$ cat src/rtl/cwu_consts.vh
// Constants of the complementary wave unit: offsets, fields, resets, timing.
`ifndef CWU_CONSTS_VH
`define CWU_CONSTS_VH
// Register word offsets (byte address = 4 * index).
`define CWU_IDX_CTRL0    4'h0
`define CWU_IDX_CTRL1    4'h1
`define CWU_IDX_DBR      4'h2
`define CWU_IDX_DBF      4'h3
`define CWU_IDX_SHUT     4'h4
`define CWU_IDX_STEER    4'h5
`define CWU_IDX_STATUS   4'h6
// Control zero fields.
`define CWU_F_EN         7
`define CWU_F_LD         6
// Mode encodings.
`define CWU_MODE_ASTEER  3'h0
`define CWU_MODE_SSTEER  3'h1
`define CWU_MODE_FWD     3'h2
`define CWU_MODE_REV     3'h3
`define CWU_MODE_HALF    3'h4
`define CWU_MODE_PUSH    3'h5
// Shutdown register fields.
`define CWU_F_SHUT       7
`define CWU_F_REN        6
`define CWU_F_SRC_LO     0
// Reset values.
`define CWU_RST_CTRL0    8'h00
`define CWU_RST_CTRL1    8'h00
`define CWU_RST_DB       6'h00
`define CWU_RST_SHUT     8'h14
`define CWU_RST_STEER    8'h00
// Dead-band counter width.
`define CWU_DB_W         6
// Bus answers a request in this many cycles after it is first seen.
`define CWU_BUS_WAIT     1
`endif

$ cat src/rtl/cwu_top.v
// Complementary wave unit: half/full-bridge, push-pull, steering outputs.
//
// The Avalon-MM slave port and the register offsets are this design's own decisions.
`timescale 1ns/10ps
`include "cwu_consts.vh"
module cwu_top (
	input  wire        clk_sys_i,
	input  wire        rst_i,
	input  wire [3:0]  avs_address_i,
	input  wire        avs_read_i,
	input  wire        avs_write_i,
	input  wire [31:0] avs_writedata_i,
	output reg  [31:0] avs_readdata_o,
	output wire        avs_waitrequest_o,
	input  wire        data_in_i,
	input  wire [3:0]  shutdown_src_i,
	output reg         bridge_output_a_o,
	output reg         bridge_output_b_o,
	output reg         bridge_output_c_o,
	output reg         bridge_output_d_o
);
	// Control zero: enable, load request, mode.
	reg [7:0] wave_control_zero;
	// Control one: per_output_polarity in bits 3..0 (d c b a).
	reg [7:0] wave_control_one;
	// Rising and falling dead-band values as written by software.
	reg [5:0] db_rise_wr;
	reg [5:0] db_fall_wr;
	// Active dead-band values used by the timers (double buffered).
	reg [5:0] db_rise;
	reg [5:0] db_fall;
	// Shutdown: state, auto-restart, override pairs, source enables.
	reg [7:0] shut_ctrl;
	reg [3:0] shut_src_en;
	// Steering: enables in 3..0, override levels in 7..4.
	reg [7:0] steer_ctrl;
	// Steering enables in use (synchronised copy in mode 001).
	reg [3:0] steer_act;
	// Bus handshake: set in the cycle the answer is given.
	reg       bus_ack;
	// Data input after the synchroniser and its previous value.
	wire      data_s;
	reg       data_d;
	// Synchronised shutdown sources.
	wire [3:0] src_s;
	// Push-pull sequencer state: high means next pulse goes to b.
	reg       pp_to_b;
	// Latched push-pull steering for the current pulse.
	reg       pp_cur_b;
	// Full-bridge direction in use (high means reverse) and run flag.
	reg       fb_rev;
	reg       fb_run;
	// Gate of the modulated output during direction-switch dead band.
	reg       fb_hold;
	reg [5:0] fb_cnt;
	// Dead-band buffer load pending and falling-edge seen.
	reg       ld_pend;
	reg       ld_fell;

	wire       en       = wave_control_zero[`CWU_F_EN];
	wire [2:0] mode     = wave_control_zero[2:0];
	wire       rise_e   = data_s & ~data_d;
	wire       fall_e   = ~data_s & data_d;
	wire       shut_now = |(src_s & shut_src_en);
	wire       shut     = shut_ctrl[`CWU_F_SHUT];
	wire       full_br  = (mode[2:1] == 2'b01);

	// Returns the pin level for a logical level and polarity bit.
	function pol_apply;
		input lvl;
		input pol;
		pol_apply = pol ? lvl : ~lvl;
	endfunction

	cwu_sync u_sync_data (
		.clk_sys_i (clk_sys_i),
		.rst_i     (rst_i),
		.async_i   (data_in_i),
		.sync_o    (data_s)
	);

	// Shutdown sources come from pins too, so each is synchronised.
	genvar gi;
	generate
		for (gi = 0; gi < 4; gi = gi + 1) begin : g_src
			cwu_sync u_sync_src (
				.clk_sys_i (clk_sys_i),
				.rst_i     (rst_i),
				.async_i   (shutdown_src_i[gi]),
				.sync_o    (src_s[gi])
			);
		end
	endgenerate

	// Bus answers one cycle after the request is first seen.
	assign avs_waitrequest_o = (avs_read_i | avs_write_i) & ~bus_ack;

	// Register writes, shutdown state and dead-band buffer loading.
	always @(posedge clk_sys_i) begin
		if (rst_i) begin
			bus_ack           <= 1'b0;
			wave_control_zero <= `CWU_RST_CTRL0;
			wave_control_one  <= `CWU_RST_CTRL1;
			db_rise_wr        <= `CWU_RST_DB;
			db_fall_wr        <= `CWU_RST_DB;
			db_rise           <= `CWU_RST_DB;
			db_fall           <= `CWU_RST_DB;
			shut_ctrl         <= `CWU_RST_SHUT;
			shut_src_en       <= 4'h0;
			steer_ctrl        <= `CWU_RST_STEER;
			ld_pend           <= 1'b0;
			ld_fell           <= 1'b0;
			avs_readdata_o    <= 32'h0;
		end else begin
			bus_ack <= (avs_read_i | avs_write_i) & ~bus_ack;
			if (shut_now)
				shut_ctrl[`CWU_F_SHUT] <= 1'b1;
			else if (shut_ctrl[`CWU_F_REN] && rise_e)
				shut_ctrl[`CWU_F_SHUT] <= 1'b0;
			if (avs_write_i && !bus_ack) begin
				case (avs_address_i)
				`CWU_IDX_CTRL0: begin
					wave_control_zero <= avs_writedata_i[7:0];
				end
				`CWU_IDX_CTRL1: begin
					wave_control_one <= avs_writedata_i[7:0];
				end
				`CWU_IDX_DBR: begin
					db_rise_wr <= avs_writedata_i[5:0];
					if (!en)
						db_rise <= avs_writedata_i[5:0];
				end
				`CWU_IDX_DBF: begin
					db_fall_wr <= avs_writedata_i[5:0];
					if (!en)
						db_fall <= avs_writedata_i[5:0];
				end
				`CWU_IDX_SHUT: begin
					// Set by a source wins over a software clear.
					shut_ctrl <= {avs_writedata_i[7] | shut_now,
						avs_writedata_i[6:0]};
					shut_src_en <= avs_writedata_i[11:8];
				end
				`CWU_IDX_STEER: begin
					steer_ctrl <= avs_writedata_i[7:0];
				end
				default: ;
				endcase
			end
			// Load request: rise after the first fall applies values.
			if (wave_control_zero[`CWU_F_LD] && en && !ld_pend) begin
				ld_pend <= 1'b1;
				ld_fell <= 1'b0;
				wave_control_zero[`CWU_F_LD] <= 1'b0;
			end
			if (ld_pend && fall_e)
				ld_fell <= 1'b1;
			if (ld_pend && ld_fell && rise_e) begin
				db_rise <= db_rise_wr;
				db_fall <= db_fall_wr;
				ld_pend <= 1'b0;
			end
			if (avs_read_i && !bus_ack) begin
				case (avs_address_i)
				`CWU_IDX_CTRL0:  avs_readdata_o <= {24'h0,
					wave_control_zero};
				`CWU_IDX_CTRL1:  avs_readdata_o <= {24'h0,
					wave_control_one};
				`CWU_IDX_DBR:    avs_readdata_o <= {26'h0, db_rise_wr};
				`CWU_IDX_DBF:    avs_readdata_o <= {26'h0, db_fall_wr};
				`CWU_IDX_SHUT:   avs_readdata_o <= {20'h0, shut_src_en,
					shut_ctrl};
				`CWU_IDX_STEER:  avs_readdata_o <= {24'h0, steer_ctrl};
				`CWU_IDX_STATUS: avs_readdata_o <= {25'h0, ld_pend,
					fb_hold, fb_rev, pp_to_b, data_s, shut, en};
				default:         avs_readdata_o <= 32'h0;
				endcase
			end
		end
	end

	// Synchronous steering picks up new enables on a rising data edge.
	always @(posedge clk_sys_i) begin
		if (rst_i) begin
			data_d    <= 1'b0;
			steer_act <= 4'h0;
		end else begin
			data_d <= data_s;
			if (mode != `CWU_MODE_SSTEER || rise_e)
				steer_act <= steer_ctrl[3:0];
		end
	end

	// Push-pull sequencer alternates pulses between a and b.
	always @(posedge clk_sys_i) begin
		if (rst_i) begin
			pp_to_b  <= 1'b0;
			pp_cur_b <= 1'b0;
		end else if (!en || shut) begin
			pp_to_b  <= 1'b0;
			pp_cur_b <= 1'b0;
		end else if (rise_e) begin
			pp_cur_b <= pp_to_b;
			pp_to_b  <= ~pp_to_b;
		end
	end

	// Direction follows mode bit zero on a rising edge; entry takes it as set.
	always @(posedge clk_sys_i) begin
		if (rst_i) begin
			fb_run  <= 1'b0;
			fb_rev  <= 1'b0;
			fb_hold <= 1'b0;
			fb_cnt  <= `CWU_RST_DB;
		end else if (!en || !full_br || !fb_run) begin
			fb_run  <= en & full_br;
			fb_rev  <= mode[0];
			fb_hold <= 1'b0;
			fb_cnt  <= `CWU_RST_DB;
		end else if (rise_e && fb_rev != mode[0]) begin
			fb_rev <= mode[0];
			fb_cnt  <= `CWU_RST_DB;
			fb_hold <= mode[0] ? (db_rise != `CWU_RST_DB)
				: (db_fall != `CWU_RST_DB);
		end else if (fb_hold) begin
			if (fb_cnt + 6'h01 >= (fb_rev ? db_rise : db_fall))
				fb_hold <= 1'b0;
			else
				fb_cnt <= fb_cnt + 6'h01;
		end
	end

	// Half-bridge delayed turn-on for each complementary output.
	wire hb_a;
	wire hb_b;

	cwu_deadband u_db_rise (
		.clk_sys_i (clk_sys_i),
		.rst_i     (rst_i),
		.level_i   (data_s),
		.count_i   (db_rise),
		.level_o   (hb_a)
	);

	cwu_deadband u_db_fall (
		.clk_sys_i (clk_sys_i),
		.rst_i     (rst_i),
		.level_i   (~data_s),
		.count_i   (db_fall),
		.level_o   (hb_b)
	);

	// Logical levels of outputs a to d before polarity and shutdown.
	reg [3:0] lvl;
	// Outputs that use their polarity bit (all, or only the steered ones in steering modes).
	reg [3:0] use_pol;
	// Pin levels after polarity, override and shutdown.
	reg [3:0] next_pin;
	integer   k;

	// Mode decode of the logical output levels.
	always @* begin
		lvl     = 4'h0;
		use_pol = 4'hf;
		case (mode)
		`CWU_MODE_HALF: begin
			lvl = {hb_b, hb_a, hb_b, hb_a};
		end
		`CWU_MODE_PUSH: begin
			// c copies a, d copies b
			lvl[0] = data_s & ~(rise_e ? pp_to_b : pp_cur_b);
			lvl[1] = data_s & (rise_e ? pp_to_b : pp_cur_b);
			lvl[2] = lvl[0];
			lvl[3] = lvl[1];
		end
		`CWU_MODE_FWD, `CWU_MODE_REV: begin
			// dead band only on modulated output
			if (!(fb_run ? fb_rev : mode[0])) begin
				lvl = {data_s & ~fb_hold, 1'b0, 1'b0, 1'b1};
			end else begin
				lvl = {1'b0, 1'b1, data_s & ~fb_hold, 1'b0};
			end
		end
		default: begin
			// Steering: data on steered pins, override elsewhere.
			lvl     = {4{data_s}};
			use_pol = steer_act;
		end
		endcase
	end

	always @* begin
		for (k = 0; k < 4; k = k + 1) begin
			if (!use_pol[k])
				next_pin[k] = steer_ctrl[4+k];
			else if (shut)
				next_pin[k] = k[0] ? shut_ctrl[3] : shut_ctrl[2];
			else
				next_pin[k] = pol_apply(lvl[k], wave_control_one[k]);
		end
	end

	always @(posedge clk_sys_i) begin
		if (rst_i) begin
			bridge_output_a_o <= 1'b0;
			bridge_output_b_o <= 1'b0;
			bridge_output_c_o <= 1'b0;
			bridge_output_d_o <= 1'b0;
		end else if (!en) begin
			bridge_output_a_o <= 1'b0;
			bridge_output_b_o <= 1'b0;
			bridge_output_c_o <= 1'b0;
			bridge_output_d_o <= 1'b0;
		end else begin
			bridge_output_a_o <= next_pin[0];
			bridge_output_b_o <= next_pin[1];
			bridge_output_c_o <= next_pin[2];
			bridge_output_d_o <= next_pin[3];
		end
	end
endmodule

$ cat src/rtl/cwu_sync.v
// Two-flip-flop synchroniser for one level from outside the clock domain.
`timescale 1ns/10ps
module cwu_sync (
	input  wire clk_sys_i,
	input  wire rst_i,
	input  wire async_i,
	output reg  sync_o
);
	// First stage, read only by the second stage.
	reg meta;

	// Two flops in series give the level time to settle.
	always @(posedge clk_sys_i) begin
		if (rst_i) begin
			meta   <= 1'b0;
			sync_o <= 1'b0;
		end else begin
			meta   <= async_i;
			sync_o <= meta;
		end
	end
endmodule

$ cat src/rtl/cwu_deadband.v
// Dead-band timer that delays the turn-on of one output after its cause.
`timescale 1ns/10ps
`include "cwu_consts.vh"
module cwu_deadband (
	input  wire                 clk_sys_i,
	input  wire                 rst_i,
	input  wire                 level_i,
	input  wire [`CWU_DB_W-1:0] count_i,
	output reg                  level_o
);
	// Counts elapsed clock periods since the last rise of the level.
	reg [`CWU_DB_W-1:0] elapsed;
	// Previous input level for edge detection.
	reg                 prev;

	// A rise starts the count; output rises once the count is reached.
	// A fall ends the pulse at once, so a short pulse never appears.
	always @(posedge clk_sys_i) begin
		if (rst_i) begin
			elapsed <= `CWU_RST_DB;
			prev    <= 1'b0;
			level_o <= 1'b0;
		end else begin
			prev <= level_i;
			if (!level_i) begin
				elapsed <= `CWU_RST_DB;
				level_o <= 1'b0;
			end else if (!prev) begin
				// Zero count means no dead band.
				elapsed <= `CWU_RST_DB;
				level_o <= (count_i == `CWU_RST_DB);
			end else if (!level_o) begin
				if (elapsed + 6'h01 >= count_i)
					level_o <= 1'b1;
				else
					elapsed <= elapsed + 6'h01;
			end
		end
	end
endmodule

$ cat config.mk
export PLATFORM = sky130hd
export DESIGN_NAME = cwu_top
export DESIGN_NICKNAME = d
export VERILOG_FILES = /design/src/rtl/cwu_top.v /design/src/rtl/cwu_sync.v /design/src/rtl/cwu_deadband.v
export VERILOG_INCLUDE_DIRS = /design/src /design/src/rtl
export SDC_FILE = /design/constraint.sdc
export NUM_CORES = 1
export LEC_CHECK = 0
export ABC_AREA = 1
export BUFFER_PORTS_ARGS = -buffer_cell sky130_fd_sc_hd__buf_2
export CORE_MARGIN = 4
export CORE_UTILIZATION = 52
export DETAILED_ROUTE_END_ITERATION = 16
export GPL_TIMING_DRIVEN = 0
export PLACE_DENSITY = 0.74
export SYNTH_ARGS = -nofsm -noshare
export SYNTH_HDL_FRONTEND = slang
export SYNTH_HIERARCHICAL = 1
export SYNTH_SLANG_ARGS = --single-unit
$ cat constraint.sdc
create_clock -name clk_sys_i -period 2 [get_ports clk_sys_i]
set_input_delay 0.1 -clock clk_sys_i [delete_from_list [all_inputs] [get_ports clk_sys_i]]
set_output_delay 0.1 -clock clk_sys_i [all_outputs]
set_load 0.1 [all_outputs]
# Word level (Yosys, flattened, before mapping)
# Cells that the tools add are included.
# word_totals
regBits,140
word_cells,185
input_bits,45
out_inout_bits,37
# op_classes
addsub,3
reduce_logical,52
muxes,44
magnitude_cmp,3
eq_ne,14
bitwise_logic,27
# op_table
operator,n
one-hot mux 12 bit (7 select lines),1
2-to-1 mux 6 bit,8
2-to-1 mux 1 bit,30
"adder 6 x 1 -> 6 bit, second input constant",3
greater-or-equal comparator 6 bit,3
AND reduction 2 bit,9
inverter 1 bit,17
2-to-1 mux 8 bit,2
OR reduction 2 bit,8
"equality test 4 x 3 -> 1 bit, second input constant",3
logical NOT 6 bit,2
one-hot mux 4 bit (3 select lines),1
nonzero test 6 bit,2
nonzero test 2 bit,5
logical AND 1 bit,9
OR reduction 3 bit,3
"equality test 4 x 2 -> 1 bit, second input constant",2
2-to-1 mux 4 bit,2
OR reduction 4 bit,2
bitwise AND 1 bit,7
"equality test 3 x 2 -> 1 bit, second input constant",2
"equality test 3 bit, second input constant",2
AND reduction 3 bit,2
logical NOT 1 bit,5
other kinds (9),13

# Logic depth before layout (Yosys ltp)
# logic_depth
depth_word,10
depth_mapped,13
depth_no_buf,13

# Modules after synthesis
# The synthesis kept the hierarchy.
# by_module_without_submodules
module,area_each_um2,n_inst,seq_area_each_um2,cells_per_inst
cwu_top,4606.9,1,1901.8,652
cwu_deadband,608.1,2,160.2,84
cwu_sync,55.1,5,40.0,6

# Worst setup path before layout
# No wires, ideal clock.
# synth_timing
path_kind,register to register
startpoint,register fb_cnt[2]
endpoint,register fb_cnt[0]
path_buffers,0
required_ns,1.886
arrival_ns,1.880
period_less_slack_ns,1.994
setup_slack_ns,0.006
path_stages_with_launch,11
cell_sequence,dfxtp_1 -> nand3_1 -> nor3_1 -> xor2_1 -> ha_1 -> a21oi_1 -> o21ai_0 -> a21oi_1 -> nand3_2 -> nor2_1 -> nor2_1
# synth_via
elab_chain_cells,4
# synth_lines
item,line,rtl
from (decl),cwu_top.v:55,reg [5:0] fb_cnt;
from (signal assigned),cwu_top.v:214,fb_cnt <= `CWU_RST_DB;
from (signal assigned),cwu_top.v:219,fb_cnt <= `CWU_RST_DB;
from (signal assigned),cwu_top.v:222,fb_cnt <= `CWU_RST_DB;
adder 6 x 1 -> 6 bit,cwu_top.v:226,if (fb_cnt + 6'h01 >= (fb_rev ? db_rise : db_fall))
greater-or-equal comparator 6 bit,cwu_top.v:226,
inverter 1 bit (no line),--,
AND reduction 2 bit (no line),--,
# Every way passes these cells.
# A chain may end at the register's enable or synchronous reset.

# Worst setup path after layout
# layout_timing
startpoint,register fb_cnt[0]
endpoint,register fb_cnt[2]
# layout_via
elab_chain_cells,4
# layout_lines
item,line
adder 6 x 1 -> 6 bit *,"cwu_top.v:226, cwu_top.v:229"
greater-or-equal comparator 6 bit,cwu_top.v:226
inverter 1 bit (no line),--
AND reduction 2 bit (no line),--
# Every way passes the cells marked *; elsewhere a longest branch is shown, timed or not.

==> flow_summary_export.csv <==
group,metric,value,unit
power_and_ir_drop,power,6.23,mW
layout,syn_to_final_growth,23.4,%
power_and_ir_drop,p_leak,3.31,nW
timing,maxSlewHeadroom,63.7,%
drt,drt_iter0_drc,558,
yosys,ys.flop_type,"dfxtp_1",
grt,grt_max_degree,17,
drt,routedWlPerCell,14.9,um
clock_tree,clk_path_buf_depth,2,
clock_tree,cts_made_buffers,17,
placed_design,dp.cells,1053,
drt,num_vias,5907,
worst_setup_path,worstRegToRegCells,10,
worst_setup_path,startpoint_type,"register",
worst_setup_path,max_stage_delay,0.38,ns
yosys,synthArstFlopShare,0,%
worst_setup_path,worstSetupPathType,"reg -> reg",
yosys,synth_cell_types,40,
yosys,synth_area_leader_cell,"dfxtp_1",
placed_design,placed_area,6550,um^2
clock_tree,path_clk_slew,0.06,ns
power_and_ir_drop,p_per_area,828,nW/um^2
layout,multi_input_area,3130,um^2
flow_run,cap_violations,0,
min_path,min_path_type,"in -> reg",
power_and_ir_drop,peakVddDrop,0.791,mV
min_path,hp-start,"avs_writedata_i[7]",
floorplanning,dieWidth,116,um
grt,gr-total-overflow,0,
yosys,syn_avg_cell_area,7.17,um^2
drt,routed-wl-met3,1.42,mm
layout,layout.cells.non_filler,1104,
clock_tree,root_buffer,"clkbuf_16",
yosys,syn_inst,850,
drt,drc_errors,0,
drt,wl_met1,7.28,mm
worst_setup_path,rrSetupSlack,-0.05,ns
drt,top_layer,"met4",
worst_setup_path,slowest_stage,"dfxtp_4",
timing,rsz0062_at_grt,"yes",
yosys,yosysMostFrequentCell,"nand2_1",
worst_setup_path,cp_common_cell,"a21oi_1",
yosys,synth_edf_count,0,
timing,tightest_slew,0.539,ns
drt,ant_nets,0,
grt,antenna_found_initial,0,
timing,max_freq,489,MHz
grt,grt_pass1_vias,5504,
floorplanning,start_util,53.2,%
timing,setup_viol,5,
yosys,netlist_top_cells_count,"137 x nand2_1, 136 x inv_1, 121 x dfxtp_1",
timing,finalCritPeriodShare,102,%
min_path,holdPathEnd,"steer_ctrl[7]$_SDFFE_PP0P_",
timing,finalWorstSetupSlack,-0.0466,ns
worst_setup_path,crit_path_max_fanout,4,
yosys,synth_area,6100,um^2
clock_tree,h-tree-depth,4,
worst_setup_path,crit_required,2.34,ns
timing,finalClockSkew,0.00464,ns
clock_tree,numClockSinks,121,
worst_setup_path,reg2reg_from,"fb_cnt[0]$_SDFFE_PP0P_",
placed_design,hpwl,11.4,mm
placed_design,port_buffers,41,
timing,finalHoldViolations,0,
layout,fillers,996,
floorplanning,fp-row-count,39,
min_path,whs_path_depth,3,
yosys,seq_area_frac_synth,39.7,%
drt,dr.pass1.iters,6,
layout,final_area,7530,um^2
floorplanning,core,11500,um^2
timing,layout_min_cycle_time,2.05,ns
placed_design,routabilityCongestion,0.962,
floorplanning,die_area,13500,um^2
yosys,synthTopCellsByArea,"dfxtp_1 40%, nand2_1 8.4%, inv_1 8.4%",
drt,wl_met2,7.25,mm
layout,layout-drive-gt1-share,19.0,%
worst_setup_path,worstPathArrival,2.39,ns
timing,slew_violations,0,
yosys,ys_ff_latch,121,
clock_tree,cts_tree,"done",
floorplanning,ios,82,
floorplanning,fp.dieH,116,um
run_status,violations,"setup timing",
grt,grt_pass1_wl,26.5,mm
worst_setup_path,path_cells,"nand3_4 -> nor3_4 -> xor2_2 -> ha_1 -> a21oi_1 -> o21ai_1 -> a21oi_2 -> buf_4 -> nand4_1 -> a21oi_1",
layout,finalNetCount,1014,
layout,num_antenna_cells,0,
yosys,yosysTopAreaCellShare,39.7,%
grt,grt_use_total,25.1,%
run_status,status,"complete, but fails checks",
clock_tree,clk_latency,0.42,ns
worst_setup_path,rr_endpoint,"fb_cnt[2]$_SDFFE_PP0P_",
layout,regArea,2450,um^2
worst_setup_path,cp-end-kind,"register",
drt,drt_wl_total,16.4,mm
yosys,yosysWarnings,6,
drt,viasPerCell,5.35,
-- logic make-up (layout without fill, tap and decap cells) --
family	after synthesis	in the layout	synth area share [%]
simple gates	318	319	23.7
compound gates	200	200	17.6
buf+inv	178	269	12.9
flops	121	121	39.7
fa+ha+maj	21	21	4.31
xor+xnor	8	8	1.15
mux	3	3	0.492
other cells	1	20	0.0615
-- placed cells by master, fill, tap and decap left out, drive strengths merged --
cell and count:
bufinv 3, dfxtp 121, o211ai 3, o221ai 1, o41ai 1, xor2 8, nand2 147, nor4 2
dlygate4sd3 10, nand4 10, inv 140, clkinv 7, ha 21, nor3b 1, o21bai 1, a211oi 3
or2 5, mux2i 3, buf 78, or3 1, o21ai 91, nor2 91, o22ai 18, clkinvlp 4
conb 20, a21oi 81, clkbuf 27, nand3 56, a221oi 1, nor3 6
-- registers in the layout, summed over array words and instances (netlist names), 4 cells and up --
| signal | flops |
|---|---|
| wave_control_zero | 8 |
| db_fall | 6 |
| fb_cnt | 6 |
| steer_ctrl | 8 |
| g_src.u_sync_src/meta | 4 |
| avs_readdata_o | 12 |
| wave_control_one | 8 |
| u_db_rise/elapsed | 6 |
| db_fall_wr | 6 |
| g_src.u_sync_src/sync_o | 4 |
| shut_ctrl | 8 |
| shut_src_en | 4 |
| u_db_fall/elapsed | 6 |
| db_rise | 6 |
| steer_act | 4 |
| db_rise_wr | 6 |
-- cell type report --
type | instances | area share (%)
flip-flops and latches | 121 | 32.6
multi-input cells | 571 | 41.6
repair buffers | 59 | 4.85
clock buffers | 18 | 5.70
inverters | 140 | 7.32
clock inverters | 14 | 2.31
plain buffers | 38 | 3.19
well taps | 143 | 2.38
-- how the worst max path moves through the flow --
| stage | from | to | cells after the start | slack, ns |
|---|---|---|---|---|
| global route | fb_cnt[0]$_SDFFE_PP0P_ | fb_cnt[3]$_SDFFE_PP0P_ | 11 | -0.20 |
| finish | fb_cnt[0]$_SDFFE_PP0P_ | fb_cnt[2]$_SDFFE_PP0P_ | 10 | -0.05 |
| floorplan | fb_cnt[2]$_SDFFE_PP0P_ | fb_cnt[0]$_SDFFE_PP0P_ | 10 | 0.006 |
| CTS | fb_cnt[1]$_SDFFE_PP0P_ | fb_cnt[3]$_SDFFE_PP0P_ | 11 | -0.02 |
| detailed placement | fb_cnt[0]$_SDFFE_PP0P_ | fb_cnt[0]$_SDFFE_PP0P_ | 10 | -0.30 |
| global placement | fb_cnt[0]$_SDFFE_PP0P_ | fb_cnt[4]$_SDFFE_PP0P_ | 10 | -0.28 |
-- per-layer routing --
| metal | global-route usage, % | vias to the layer above |
|---|---|---|
| li1 | - | 2932 |
| met1 | 34.0 | 2653 |
| met2 | 38.4 | 273 |
| met3 | 6.74 | 49 |
| met4 | 9.82 | 0 |
| met5 | 0 | - |
-- what timing repair did --
item | in CTS | in global routing
pin swaps | 4 | 14
resized for setup | 18 | 38
cloned | 1 | 0
endpoints found under the hold margin | 10 | 0
buffers inserted | 5 | 3
setup endpoints to repair | 18 | 28
hold buffers | 10 | 0
-- worst max-delay path, delay by kind of cell (launching register included) --
family	cells	cell delay, ns
compound gates	4	0.63
flops	1	0.38
simple gates	3	0.32
fa+ha+maj	1	0.28
xor+xnor	1	0.19
buf+inv	1	0.17
-- report_power, final --
| group | total (mW) | internal, mW | switching (mW) |
|---|---|---|---|
| clock | 3.13 | 1.96 | 1.16 |
| sequential | 2.48 | 2.45 | 0.0285 |
| combinational | 0.629 | 0.152 | 0.477 |
-- stage by stage --
step / setup TNS (ns) / setup slack, ns / hold slack [ns] / utilization (%)
6_report: -0.156 / -0.0466 / 0.0128 / 65.6
5_1_grt: -1.10 / -0.199 / 0.0577 / 65.6
4_1_cts: -0.0185 / -0.0158 / 0.00952 / 64.2
3_5_place_dp: -2.32 / -0.301 / 0.307 / 57.2
3_3_place_gp: -1.88 / -0.278 / 0.298 / 57.2
2_1_floorplan: 0 / 0.00558 / 0.171 / -
Note: power is estimated with default switching activity, not from simulation.
